## config.mk

```make
export PLATFORM = sky130hd
export DESIGN_NAME = synth_core
export DESIGN_NICKNAME = d
export VERILOG_FILES = /design/src/hw/synth_core_pkg.sv /design/src/hw/synth_core.sv /design/src/hw/rf_divider_chain.sv
export VERILOG_INCLUDE_DIRS = /design/src /design/src/hw
export SDC_FILE = /design/constraint.sdc
export NUM_CORES = 1
export LEC_CHECK = 0
export BUFFER_PORTS_ARGS = -buffer_cell sky130_fd_sc_hd__clkbuf_2
export CORE_MARGIN = 2
export CORE_UTILIZATION = 56
export CTS_BUF_LIST = sky130_fd_sc_hd__clkbuf_2 sky130_fd_sc_hd__clkbuf_4 sky130_fd_sc_hd__clkbuf_8
export DETAILED_ROUTE_END_ITERATION = 8
export GPL_ROUTABILITY_DRIVEN = 1
export PLACE_DENSITY = 0.82
export SLEW_MARGIN = 15
export SYNTH_ARGS = -nofsm -noshare
export SYNTH_HDL_FRONTEND = slang
export SYNTH_HIERARCHICAL = 1
export SYNTH_SLANG_ARGS = --single-unit
```

## constraint.sdc

```tcl
create_clock -name ref_clk_i -period 16.4 [get_ports ref_clk_i]
set_input_delay 3.28 -clock ref_clk_i [delete_from_list [all_inputs] [get_ports ref_clk_i]]
set_output_delay 3.28 -clock ref_clk_i [all_outputs]
set_load 0.01 [all_outputs]
```

## src/hw/synth_core_defs.svh

```systemverilog
// Constants for the synthesiser digital core: bus layout, prescaler moduli, gain codes.
// Assumes it is included by its bare name wherever a constant is needed.
`ifndef SYNTH_CORE_DEFS_SVH
`define SYNTH_CORE_DEFS_SVH

// Programming bus and field widths.
`define BUS_W            16
`define SWALLOW_W        3
`define MAIN_W           11
`define GAIN_W           2
`define REF_RATIO_W      10

// Dual-modulus prescaler: low modulus and high modulus, RF cycles per prescaler cycle.
`define PRESC_LOW        4'h8
`define PRESC_HIGH       4'h9
`define PRESC_CNT_W      4

// Smallest ratio from which every integer ratio can be stepped, low modulus times one less.
`define MIN_STEP_RATIO   (8 * (8 - 1))
`define RATIO_W          14

// Monitor pulse length in RF cycles, one low-modulus prescaler cycle.
`define RF_PULSE_LEN     4'h8

// Pump gain select codes and their factors in tenths.
`define GAIN_X1_0        2'h0
`define GAIN_X1_5        2'h1
`define GAIN_X2_5        2'h2
`define GAIN_X4_0        2'h3
`define GAIN_TENTHS_W    6
`define TENTHS_X1_0      6'h0A
`define TENTHS_X1_5      6'h0F
`define TENTHS_X2_5      6'h19
`define TENTHS_X4_0      6'h28

// Reset value of the storage register.
`define PROG_RESET       16'h0000

`endif

```

## src/hw/synth_core_pkg.sv

```systemverilog
// Types shared by the synthesiser core and its self-checking bench.
// Assumes synth_core_defs.svh is on the include path.
`include "synth_core_defs.svh"

package synth_core_pkg;

	// Word held in the storage register, bit 15 first.
	typedef struct packed {
		logic [`GAIN_W-1:0]    pump_gain_select;
		logic [`MAIN_W-1:0]    main_count;
		logic [`SWALLOW_W-1:0] swallow_count;
	} prog_word_s;

	// Phase/frequency comparator states.
	typedef enum logic [2:0] {
		PFD_IDLE = 3'b001,
		PFD_UP   = 3'b010,
		PFD_DOWN = 3'b100
	} pfd_state_e;

endpackage

```

## src/hw/synth_core.sv

```systemverilog
// Top of the synthesiser digital core: pin synchronisers, strobe storage register,
// reference divider, phase/frequency comparator, pump gain and monitor outputs.
// Assumes every input is an asynchronous pin and the RF input is no faster than a quarter
// of ref_clk_i, since RF edges are sampled rather than used as a clock.
`timescale 1ns/1ns
`include "synth_core_defs.svh"

module synth_core
(
	input  wire logic                      ref_clk_i,
	input  wire logic                      resetn_i,
	input  wire logic                      strobe_i,
	input  wire logic [`BUS_W-1:0]         prog_bus_i,
	input  wire logic [`REF_RATIO_W-1:0]   ref_ratio_i,
	input  wire logic                      rf_in_i,
	input  wire logic                      control_dir_i,
	input  wire logic                      monitor_en_i,
	output logic                           pump_up_o,
	output logic                           pump_down_o,
	output logic                           pump_output_en_o,
	output logic [`GAIN_W-1:0]             pump_gain_select_o,
	output logic [`GAIN_TENTHS_W-1:0]      pump_gain_tenths_o,
	output logic                           divided_rf_pulse_o,
	output logic                           divided_ref_pulse_o,
	output logic                           ratio_steppable_o
);

	// Pin vector layout for the shared synchroniser.
	localparam int PIN_W = `BUS_W + `REF_RATIO_W + 4;

	logic [1:0]                 rst_sync;
	logic                       rst_n;
	logic [PIN_W-1:0]           pin_raw;
	logic [PIN_W-1:0]           pin_s1;
	logic [PIN_W-1:0]           pin_s2;
	logic [PIN_W-1:0]           pin_s3;
	logic [PIN_W-1:0]           pin_f;
	logic                       strobe;
	logic [`BUS_W-1:0]          bus;
	logic [`REF_RATIO_W-1:0]    ref_ratio;
	logic                       rf_level;
	logic                       rf_level_d;
	logic                       dir;
	logic                       mon_en;
	logic                       rf_tick;
	synth_core_pkg::prog_word_s prog;
	logic [`REF_RATIO_W-1:0]    ref_cnt;
	logic                       ref_edge;
	logic                       rf_pulse;
	logic                       rf_edge;
	logic                       pfd_ref_edge;
	logic                       pfd_rf_edge;
	synth_core_pkg::pfd_state_e pfd_state;
	logic [`RATIO_W-1:0]        ratio;

	// Bitwise agreement filter: a bit moves only when the last two stages agree.
	function automatic logic [PIN_W-1:0] agree(input logic [PIN_W-1:0] s2,
		input logic [PIN_W-1:0] s3, input logic [PIN_W-1:0] held);
		agree = (s2 & s3) | (held & (s2 ^ s3));
	endfunction

	// Gain code to factor in tenths.
	function automatic logic [`GAIN_TENTHS_W-1:0] gain_tenths(input logic [`GAIN_W-1:0] code);
		unique case (code)
			`GAIN_X1_0: gain_tenths = `TENTHS_X1_0;
			`GAIN_X1_5: gain_tenths = `TENTHS_X1_5;
			`GAIN_X2_5: gain_tenths = `TENTHS_X2_5;
			`GAIN_X4_0: gain_tenths = `TENTHS_X4_0;
		endcase
	endfunction

	////////////////////////////////////////////////////////////////////////////////
	// Reset release through two flip-flops.

	always_ff @(posedge ref_clk_i or negedge resetn_i)
	begin
		if (!resetn_i)
			rst_sync <= 2'h0;
		else
			rst_sync <= {rst_sync[0], 1'b1};
	end
	assign rst_n = rst_sync[1];

	////////////////////////////////////////////////////////////////////////////////
	// Pin synchronisers; stage one feeds stage two only.

	assign pin_raw = {strobe_i, prog_bus_i, ref_ratio_i, rf_in_i, control_dir_i, monitor_en_i};

	always_ff @(posedge ref_clk_i or negedge rst_n)
	begin
		if (!rst_n)
		begin
			pin_s1 <= '0;
			pin_s2 <= '0;
			pin_s3 <= '0;
			pin_f <= '0;
			rf_level_d <= 1'b0;
		end
		else
		begin
			pin_s1 <= pin_raw;
			pin_s2 <= pin_s1;
			pin_s3 <= pin_s2;
			pin_f <= agree(pin_s2, pin_s3, pin_f);
			rf_level_d <= rf_level;
		end
	end

	assign {strobe, bus, ref_ratio, rf_level, dir, mon_en} = pin_f;
	assign rf_tick = rf_level & ~rf_level_d;

	////////////////////////////////////////////////////////////////////////////////
	// Storage register, transparent while the strobe is high.

	// The host drives data and a high strobe; only the level is watched here.
	// load by strobe pulse.
	always_ff @(posedge ref_clk_i or negedge rst_n)
	begin
		if (!rst_n)
			prog <= `PROG_RESET;
		else if (strobe)
			prog <= bus;
	end

	////////////////////////////////////////////////////////////////////////////////
	// RF divider chain; held in reset by the strobe.

	rf_divider_chain u_rf_chain
	(
		.clk_i           (ref_clk_i),
		.rst_n_i         (rst_n),
		.hold_i          (strobe),
		.rf_tick_i       (rf_tick),
		.main_count_i    (prog.main_count),
		.swallow_count_i (prog.swallow_count),
		.div_pulse_o     (rf_pulse),
		.div_edge_o      (rf_edge)
	);

	// Reference divider by the pin ratio; a ratio of zero or one passes every cycle.
	always_ff @(posedge ref_clk_i or negedge rst_n)
	begin
		if (!rst_n)
		begin
			ref_cnt <= `REF_RATIO_W'h0;
			ref_edge <= 1'b0;
		end
		else if (strobe)
		begin
			ref_cnt <= `REF_RATIO_W'h0;
			ref_edge <= 1'b0;
		end
		else if (ref_ratio <= `REF_RATIO_W'h1 || ref_cnt == ref_ratio - `REF_RATIO_W'h1)
		begin
			ref_cnt <= `REF_RATIO_W'h0;
			ref_edge <= 1'b1;
		end
		else
		begin
			ref_cnt <= ref_cnt + `REF_RATIO_W'h1;
			ref_edge <= 1'b0;
		end
	end

	////////////////////////////////////////////////////////////////////////////////
	// Phase/frequency comparator and pump drive.

	assign pfd_ref_edge = dir ? ref_edge : rf_edge;
	assign pfd_rf_edge = dir ? rf_edge : ref_edge;

	// Edges that meet in one cycle cancel, so no correction is issued for them.
	// compare divided signals.
	always_ff @(posedge ref_clk_i or negedge rst_n)
	begin
		if (!rst_n)
			pfd_state <= synth_core_pkg::PFD_IDLE;
		else if (strobe)
			pfd_state <= synth_core_pkg::PFD_IDLE;
		else
		begin
			unique case (pfd_state)
				synth_core_pkg::PFD_IDLE:
					if (pfd_ref_edge && !pfd_rf_edge)
						pfd_state <= synth_core_pkg::PFD_UP;
					else if (pfd_rf_edge && !pfd_ref_edge)
						pfd_state <= synth_core_pkg::PFD_DOWN;
				synth_core_pkg::PFD_UP:
					if (pfd_rf_edge)
						pfd_state <= synth_core_pkg::PFD_IDLE;
				synth_core_pkg::PFD_DOWN:
					if (pfd_ref_edge)
						pfd_state <= synth_core_pkg::PFD_IDLE;
			endcase
		end
	end

	// Pump outputs lag the comparator state by one cycle so that they come from flops.
	// pump off while strobe.
	always_ff @(posedge ref_clk_i or negedge rst_n)
	begin
		if (!rst_n)
		begin
			pump_up_o <= 1'b0;
			pump_down_o <= 1'b0;
			pump_output_en_o <= 1'b0;
		end
		else
		begin
			pump_up_o <= !strobe && pfd_state == synth_core_pkg::PFD_UP;
			pump_down_o <= !strobe && pfd_state == synth_core_pkg::PFD_DOWN;
			pump_output_en_o <= !strobe;
		end
	end

	////////////////////////////////////////////////////////////////////////////////
	// Gain, monitors and ratio status.

	assign ratio = {prog.main_count, `SWALLOW_W'h0} + {{(`RATIO_W-`SWALLOW_W){1'b0}}, prog.swallow_count};

	always_ff @(posedge ref_clk_i or negedge rst_n)
	begin
		if (!rst_n)
		begin
			pump_gain_select_o <= `GAIN_X1_0;
			pump_gain_tenths_o <= `TENTHS_X1_0;
			divided_rf_pulse_o <= 1'b0;
			divided_ref_pulse_o <= 1'b0;
			ratio_steppable_o <= 1'b0;
		end
		else
		begin
			pump_gain_select_o <= prog.pump_gain_select;
			pump_gain_tenths_o <= gain_tenths(prog.pump_gain_select);
			divided_rf_pulse_o <= mon_en && (dir ? rf_pulse : ref_edge);
			divided_ref_pulse_o <= mon_en && (dir ? ref_edge : rf_pulse);
			ratio_steppable_o <= ratio >= `RATIO_W'(`MIN_STEP_RATIO) &&
				prog.swallow_count < prog.main_count;
		end
	end

endmodule // synth_core

```

## src/hw/rf_divider_chain.sv

```systemverilog
// Dual-modulus prescaler with swallow and main counters, stepped by RF edge enables.
// Assumes rf_tick_i is a one-cycle enable per RF cycle and hold_i is already synchronous.
`timescale 1ns/1ns
`include "synth_core_defs.svh"

module rf_divider_chain
(
	input  wire logic                  clk_i,
	input  wire logic                  rst_n_i,
	input  wire logic                  hold_i,
	input  wire logic                  rf_tick_i,
	input  wire logic [`MAIN_W-1:0]    main_count_i,
	input  wire logic [`SWALLOW_W-1:0] swallow_count_i,
	output logic                       div_pulse_o,
	output logic                       div_edge_o
);

	logic [`PRESC_CNT_W-1:0] psc;
	logic [`MAIN_W-1:0]      main_idx;
	logic [`SWALLOW_W-1:0]   swallow_left;
	logic [`PRESC_CNT_W-1:0] next_psc;
	logic [`MAIN_W-1:0]      next_main_idx;
	logic [`SWALLOW_W-1:0]   next_swallow_left;
	logic                    next_wrap;
	logic [`PRESC_CNT_W-1:0] modulus;
	logic                    main_last;

	////////////////////////////////////////////////////////////////////////////////
	// Next-state arithmetic of the counter chain.

	always_comb
	begin
		modulus = (swallow_left != `SWALLOW_W'h0) ? `PRESC_HIGH : `PRESC_LOW;
		// A main count of zero always counts as last, so it wraps on every prescaler cycle.
		main_last = (main_count_i == `MAIN_W'h0) ||
			(main_idx == main_count_i - `MAIN_W'h1);
		next_psc = psc;
		next_main_idx = main_idx;
		next_swallow_left = swallow_left;
		next_wrap = 1'b0;
		if (rf_tick_i)
		begin
			if (psc == modulus - `PRESC_CNT_W'h1)
			begin
				next_psc = `PRESC_CNT_W'h0;
				// ratio main times eight plus swallow.
				if (main_last)
				begin
					next_main_idx = `MAIN_W'h0;
					next_swallow_left = swallow_count_i;
					next_wrap = 1'b1;
				end
				else
				begin
					next_main_idx = main_idx + `MAIN_W'h1;
					if (swallow_left != `SWALLOW_W'h0)
						next_swallow_left = swallow_left - `SWALLOW_W'h1;
				end
			end
			else
				next_psc = psc + `PRESC_CNT_W'h1;
		end
	end

	////////////////////////////////////////////////////////////////////////////////
	// Counter state; the strobe clears the counters and preloads the swallow count.

	always_ff @(posedge clk_i or negedge rst_n_i)
	begin
		if (!rst_n_i)
		begin
			psc <= `PRESC_CNT_W'h0;
			main_idx <= `MAIN_W'h0;
			swallow_left <= `SWALLOW_W'h0;
		end
		else if (hold_i)
		begin
			psc <= `PRESC_CNT_W'h0;
			main_idx <= `MAIN_W'h0;
			swallow_left <= swallow_count_i;
		end
		else
		begin
			psc <= next_psc;
			main_idx <= next_main_idx;
			swallow_left <= next_swallow_left;
		end
	end

	// Output pulse covers the first eight RF cycles of each main cycle.
	// The pulse is cut at eight even when that prescaler cycle runs at nine.
	always_ff @(posedge clk_i or negedge rst_n_i)
	begin
		if (!rst_n_i)
		begin
			div_pulse_o <= 1'b0;
			div_edge_o <= 1'b0;
		end
		else if (hold_i)
		begin
			div_pulse_o <= 1'b0;
			div_edge_o <= 1'b0;
		end
		else
		begin
			if (next_wrap)
				div_pulse_o <= 1'b1;
			else if (rf_tick_i && next_main_idx == `MAIN_W'h0 && next_psc >= `RF_PULSE_LEN)
				div_pulse_o <= 1'b0;
			else if (next_main_idx != `MAIN_W'h0)
				div_pulse_o <= 1'b0;
			div_edge_o <= next_wrap;
		end
	end

endmodule // rf_divider_chain

```

==> reports/metrics.csv <==
stage,metric,value,unit
worst_setup_path,critical_path.top_delay_family,flip-flops,
global_route,global_route.overflow_total,0,
sta,number_of_endpoints_with_negative_hold_slack_in_the_final_report,0,
global_route,number_of_global_route_vias_before_repair,4802,
clock_network,cts_buffer_count,17,
floorplan,die_height,121,microns
floorplan,die_area,14700,sq um
worst_setup_path,critPathCaptureType,primary output,
worst_setup_path,worstRegToRegCells,9,
route,route.vias.total,4708,
floorplan,design.core.area,13300,sq um
global_route,antenna_found_initial,0,
floorplan,io_pins,46,
sta,max_fclk,0.228,GHz
route,first_iter_violations,261,
route,ant_nets,0,
worst_setup_path,worst-endpoint-required,13.12,ns
worst_setup_path,critical_path_cell_count,1,
worst_setup_path,crit_path_max_incr_delay,0.53,ns
global_route,grt_util_all_layers,19.6,%
clock_network,clock_tree.root_cell,sky130_fd_sc_hd__clkbuf_8,
place,routabilityCongestion,0.891,
power_and_ir_drop,leakage,0.00400,uW
route,via_per_inst,5.64,
route,drt-wirelength-per-cell,15.5,microns
synthesis,synth_sequential_area_ratio,60.4,%
final_layout,design.final.nets,724,
synthesis,avgSynthCellArea,12.9,sq um
power_and_ir_drop,total_power,1030,uW
sta,period_share,26.8,%
global_route,grt_first_pass_wirelength,22600,microns
clock_network,cts_resized,0,
sta,setup_viol_count_final,0,
final_layout,most_common_library_cell_in_the_layout_ignoring_fill_and_taps,sky130_fd_sc_hd__dfrtp_1,
worst_setup_path,criticalPathCategory,flop to primary output,
sta,timing.setup.tns,0,ns
clock_network,cts.path.max_buffers,2,
synthesis,ys_warn_count,6,
place,io_buffers,44,
clock_network,clock_insertion_delay_worst_skew,0.46,ns
sta,max_slew_margin,48.9,%
power_and_ir_drop,power_density,120,nW/um^2
route,finalWirelength,12900,microns
final_layout,mostFrequentLayoutCells,"sky130_fd_sc_hd__dfrtp_1, sky130_fd_sc_hd__ha_1, sky130_fd_sc_hd__clkbuf_2, sky130_fd_sc_hd__a21o_1, sky130_fd_sc_hd__nand2_1",
worst_setup_path,timing.critical_path.from,pump_gain_tenths_o[1],
floorplan,die-width,121,microns
worst_hold_path,min-delay-path-class,flop to asynchronous set/reset pin,
clock_network,post_cts_hold_buffer_count,0,
synthesis,synth_flop_cell,sky130_fd_sc_hd__dfrtp_1,
route,post-route-drc-count,0,
worst_setup_path,worst_path_slowest_cell,sky130_fd_sc_hd__dfstp_2,
clock_network,cts_sink_cnt,186,
clock_network,htree_num_levels,4,
worst_setup_path,cp.arrival,1.11,ns
synthesis,ys_seq_elements,186,
flow_run,drv.max_cap_violation_count,0,
sta,layout_min_cycle_time,4.39,ns
worst_setup_path,rr_endpoint,u_rf_chain/swallow_left[2],
synthesis,async_flop_share,100,%
clock_network,tritoncts_clock_tree,built,
synthesis,synth_enable_flop_cells,0,
synthesis,post_synth_inst_count,599,
status,status,finished clean,
worst_setup_path,critPathBufInv,1,
worst_setup_path,type_of_element_launching_the_critical_path,flop,
final_layout,area_growth,10.9,%
sta,final_max_slew_viol_count,0,
worst_setup_path,crit_path_cell_trace,clkbuf_2,
final_layout,antenna-diode-count,0,
worst_setup_path,setup.reg_to_reg.worst_slack,13.07,ns
synthesis,synthesis.area,7710,sq um
worst_setup_path,r2r_start,prog[3],
sta,tightest_slew,0.767,ns
floorplan,fp-row-count,42,
route,drt_pass1_iterations,6,
synthesis,netlist-cell-type-count,66,
power_and_ir_drop,ir_worst_vdd,73.6,uV
sta,rsz0062_at_grt,false,
clock_network,clkSlewWorstSetupHoldPaths,0.09,ns
place,dp_hpwl,8960,microns
worst_setup_path,critical_path_peak_fanout,1,
worst_setup_path,worstSetupEndpoint,pump_gain_tenths_o[1],
clock_network,cts_setup_buffers,0,
final_layout,post_route_cells_drive_above_1_share,18.1,%
global_route,grt_max_degree,90,
sta,layout_skew,0.0141,ns
floorplan,initial_utilization,57.8,%
## per-stage QoR
stage / setup slack, ns / std cells / util, % / cell area (sq um) / hold WS, ns
after floorplan: 10.84 / 600 / - / 7720 / 0.331
after global placement: 12.50 / 803 / 60.7 / 8100 / 0.267
after detailed placement: 12.49 / 803 / 60.7 / 8100 / 0.277
after CTS: 11.97 / 835 / 64.1 / 8560 / 0.285
after global routing: 11.95 / 835 / 64.1 / 8560 / 0.318
final: 12.01 / 835 / 64.1 / 8560 / 0.261
## cell type report
cell class                 count  area [sq um]
clock buffer                  20           269
clock inverter                12           185
fill                         990          4790
inverter                      22          82.6
multi-input combinational    370          2880
sequential                   186          4660
tap                          176           220
timing repair buffer          49           262
## power breakdown
part,total [uW],switching [uW],internal (uW)
clock network,333,156,178
registers,547,44.5,503
logic,148,79.3,69.1
## cells in the mapped netlist (2+ instances only)
master | instances | area share [%]
sky130_fd_sc_hd__mux2_2 | 12 | 1.8
sky130_fd_sc_hd__nor3b_1 | 2 | 0.19
sky130_fd_sc_hd__o31a_1 | 3 | 0.34
sky130_fd_sc_hd__o21ai_0 | 12 | 0.78
sky130_fd_sc_hd__nand2b_1 | 9 | 0.73
sky130_fd_sc_hd__buf_6 | 3 | 0.44
sky130_fd_sc_hd__nand2_1 | 27 | 1.3
sky130_fd_sc_hd__nor4b_1 | 2 | 0.23
sky130_fd_sc_hd__nand3b_1 | 3 | 0.29
sky130_fd_sc_hd__or4_1 | 3 | 0.29
sky130_fd_sc_hd__or4b_1 | 2 | 0.26
sky130_fd_sc_hd__and3_1 | 6 | 0.49
sky130_fd_sc_hd__inv_1 | 22 | 1.1
sky130_fd_sc_hd__xnor2_1 | 26 | 3.0
sky130_fd_sc_hd__xor2_1 | 19 | 2.2
sky130_fd_sc_hd__o31ai_1 | 3 | 0.29
sky130_fd_sc_hd__o211ai_1 | 4 | 0.39
sky130_fd_sc_hd__nand4_1 | 6 | 0.49
sky130_fd_sc_hd__clkbuf_1 | 14 | 0.68
sky130_fd_sc_hd__a21oi_1 | 15 | 0.97
sky130_fd_sc_hd__dfrtp_1 | 184 | 60
sky130_fd_sc_hd__mux2i_1 | 5 | 0.65
sky130_fd_sc_hd__nor3_1 | 19 | 1.2
sky130_fd_sc_hd__nor2b_1 | 6 | 0.49
sky130_fd_sc_hd__or4_4 | 2 | 0.29
sky130_fd_sc_hd__nor4_1 | 12 | 0.97
sky130_fd_sc_hd__dfstp_2 | 2 | 0.68
sky130_fd_sc_hd__and2_1 | 6 | 0.49
sky130_fd_sc_hd__a211oi_2 | 10 | 1.6
sky130_fd_sc_hd__a31oi_1 | 3 | 0.24
sky130_fd_sc_hd__nand3_1 | 8 | 0.52
sky130_fd_sc_hd__a21o_1 | 34 | 3.3
sky130_fd_sc_hd__a211oi_1 | 2 | 0.19
sky130_fd_sc_hd__or3_1 | 7 | 0.57
sky130_fd_sc_hd__a21boi_0 | 2 | 0.19
sky130_fd_sc_hd__ha_1 | 46 | 7.5
sky130_fd_sc_hd__buf_2 | 3 | 0.19
sky130_fd_sc_hd__a221o_1 | 2 | 0.26
sky130_fd_sc_hd__or2_2 | 2 | 0.16
sky130_fd_sc_hd__and4_1 | 2 | 0.23
sky130_fd_sc_hd__nand4b_1 | 3 | 0.34
sky130_fd_sc_hd__nor2_1 | 22 | 1.1
## cell families (layout without fill, tap and decap cells)
group	after synthesis	count (layout)	synth area share, %
adder cells (fa/ha/maj)	46	46	7.46
multiplexers	17	17	2.40
XOR/XNOR	46	46	5.32
AO/OA/AOI/OAI	106	106	10.7
flip-flops	186	186	60.4
other	1	2	0.0486
AND/OR/NAND/NOR	153	153	11.2
buffers and inverters	44	103	2.53
## registers in the layout, summed over array words and instances (netlist names), 2 cells and up
register	cells
pfd_state	3
pin_f	30
pin_s1	30
pin_s2	30
pin_s3	30
prog	16
pump_gain_select_o	2
pump_gain_tenths_o	5
ref_cnt	10
rst_sync	2
u_rf_chain/main_idx	11
u_rf_chain/psc	4
u_rf_chain/swallow_left	3
## metal layers
layer  wire length [microns]  vias to the layer above  global-route usage [%]
met1                    5790                     2375                    25.5
met2                    6440                      108                    32.1
met4                     173                        0                    7.33
met3                     501                       12                    4.98
li1                        -                     2213                       -
met5                       0                        -                       0
## worst min-delay path by stage
stage | endpoint | slack, ns | depth (start not counted)
3_3_place_gp | pin_s1[24] | 0.27 | 0
6_report | pin_s2[24] | 0.26 | 0
3_5_place_dp | pin_s1[24] | 0.28 | 0
4_1_cts | pin_s1[24] | 0.28 | 0
5_1_grt | pin_s3[24] | 0.32 | 0
2_1_floorplan | pin_s2[0] | 0.33 | 0
No activity file was read; power rests on OpenSTA's default activity.
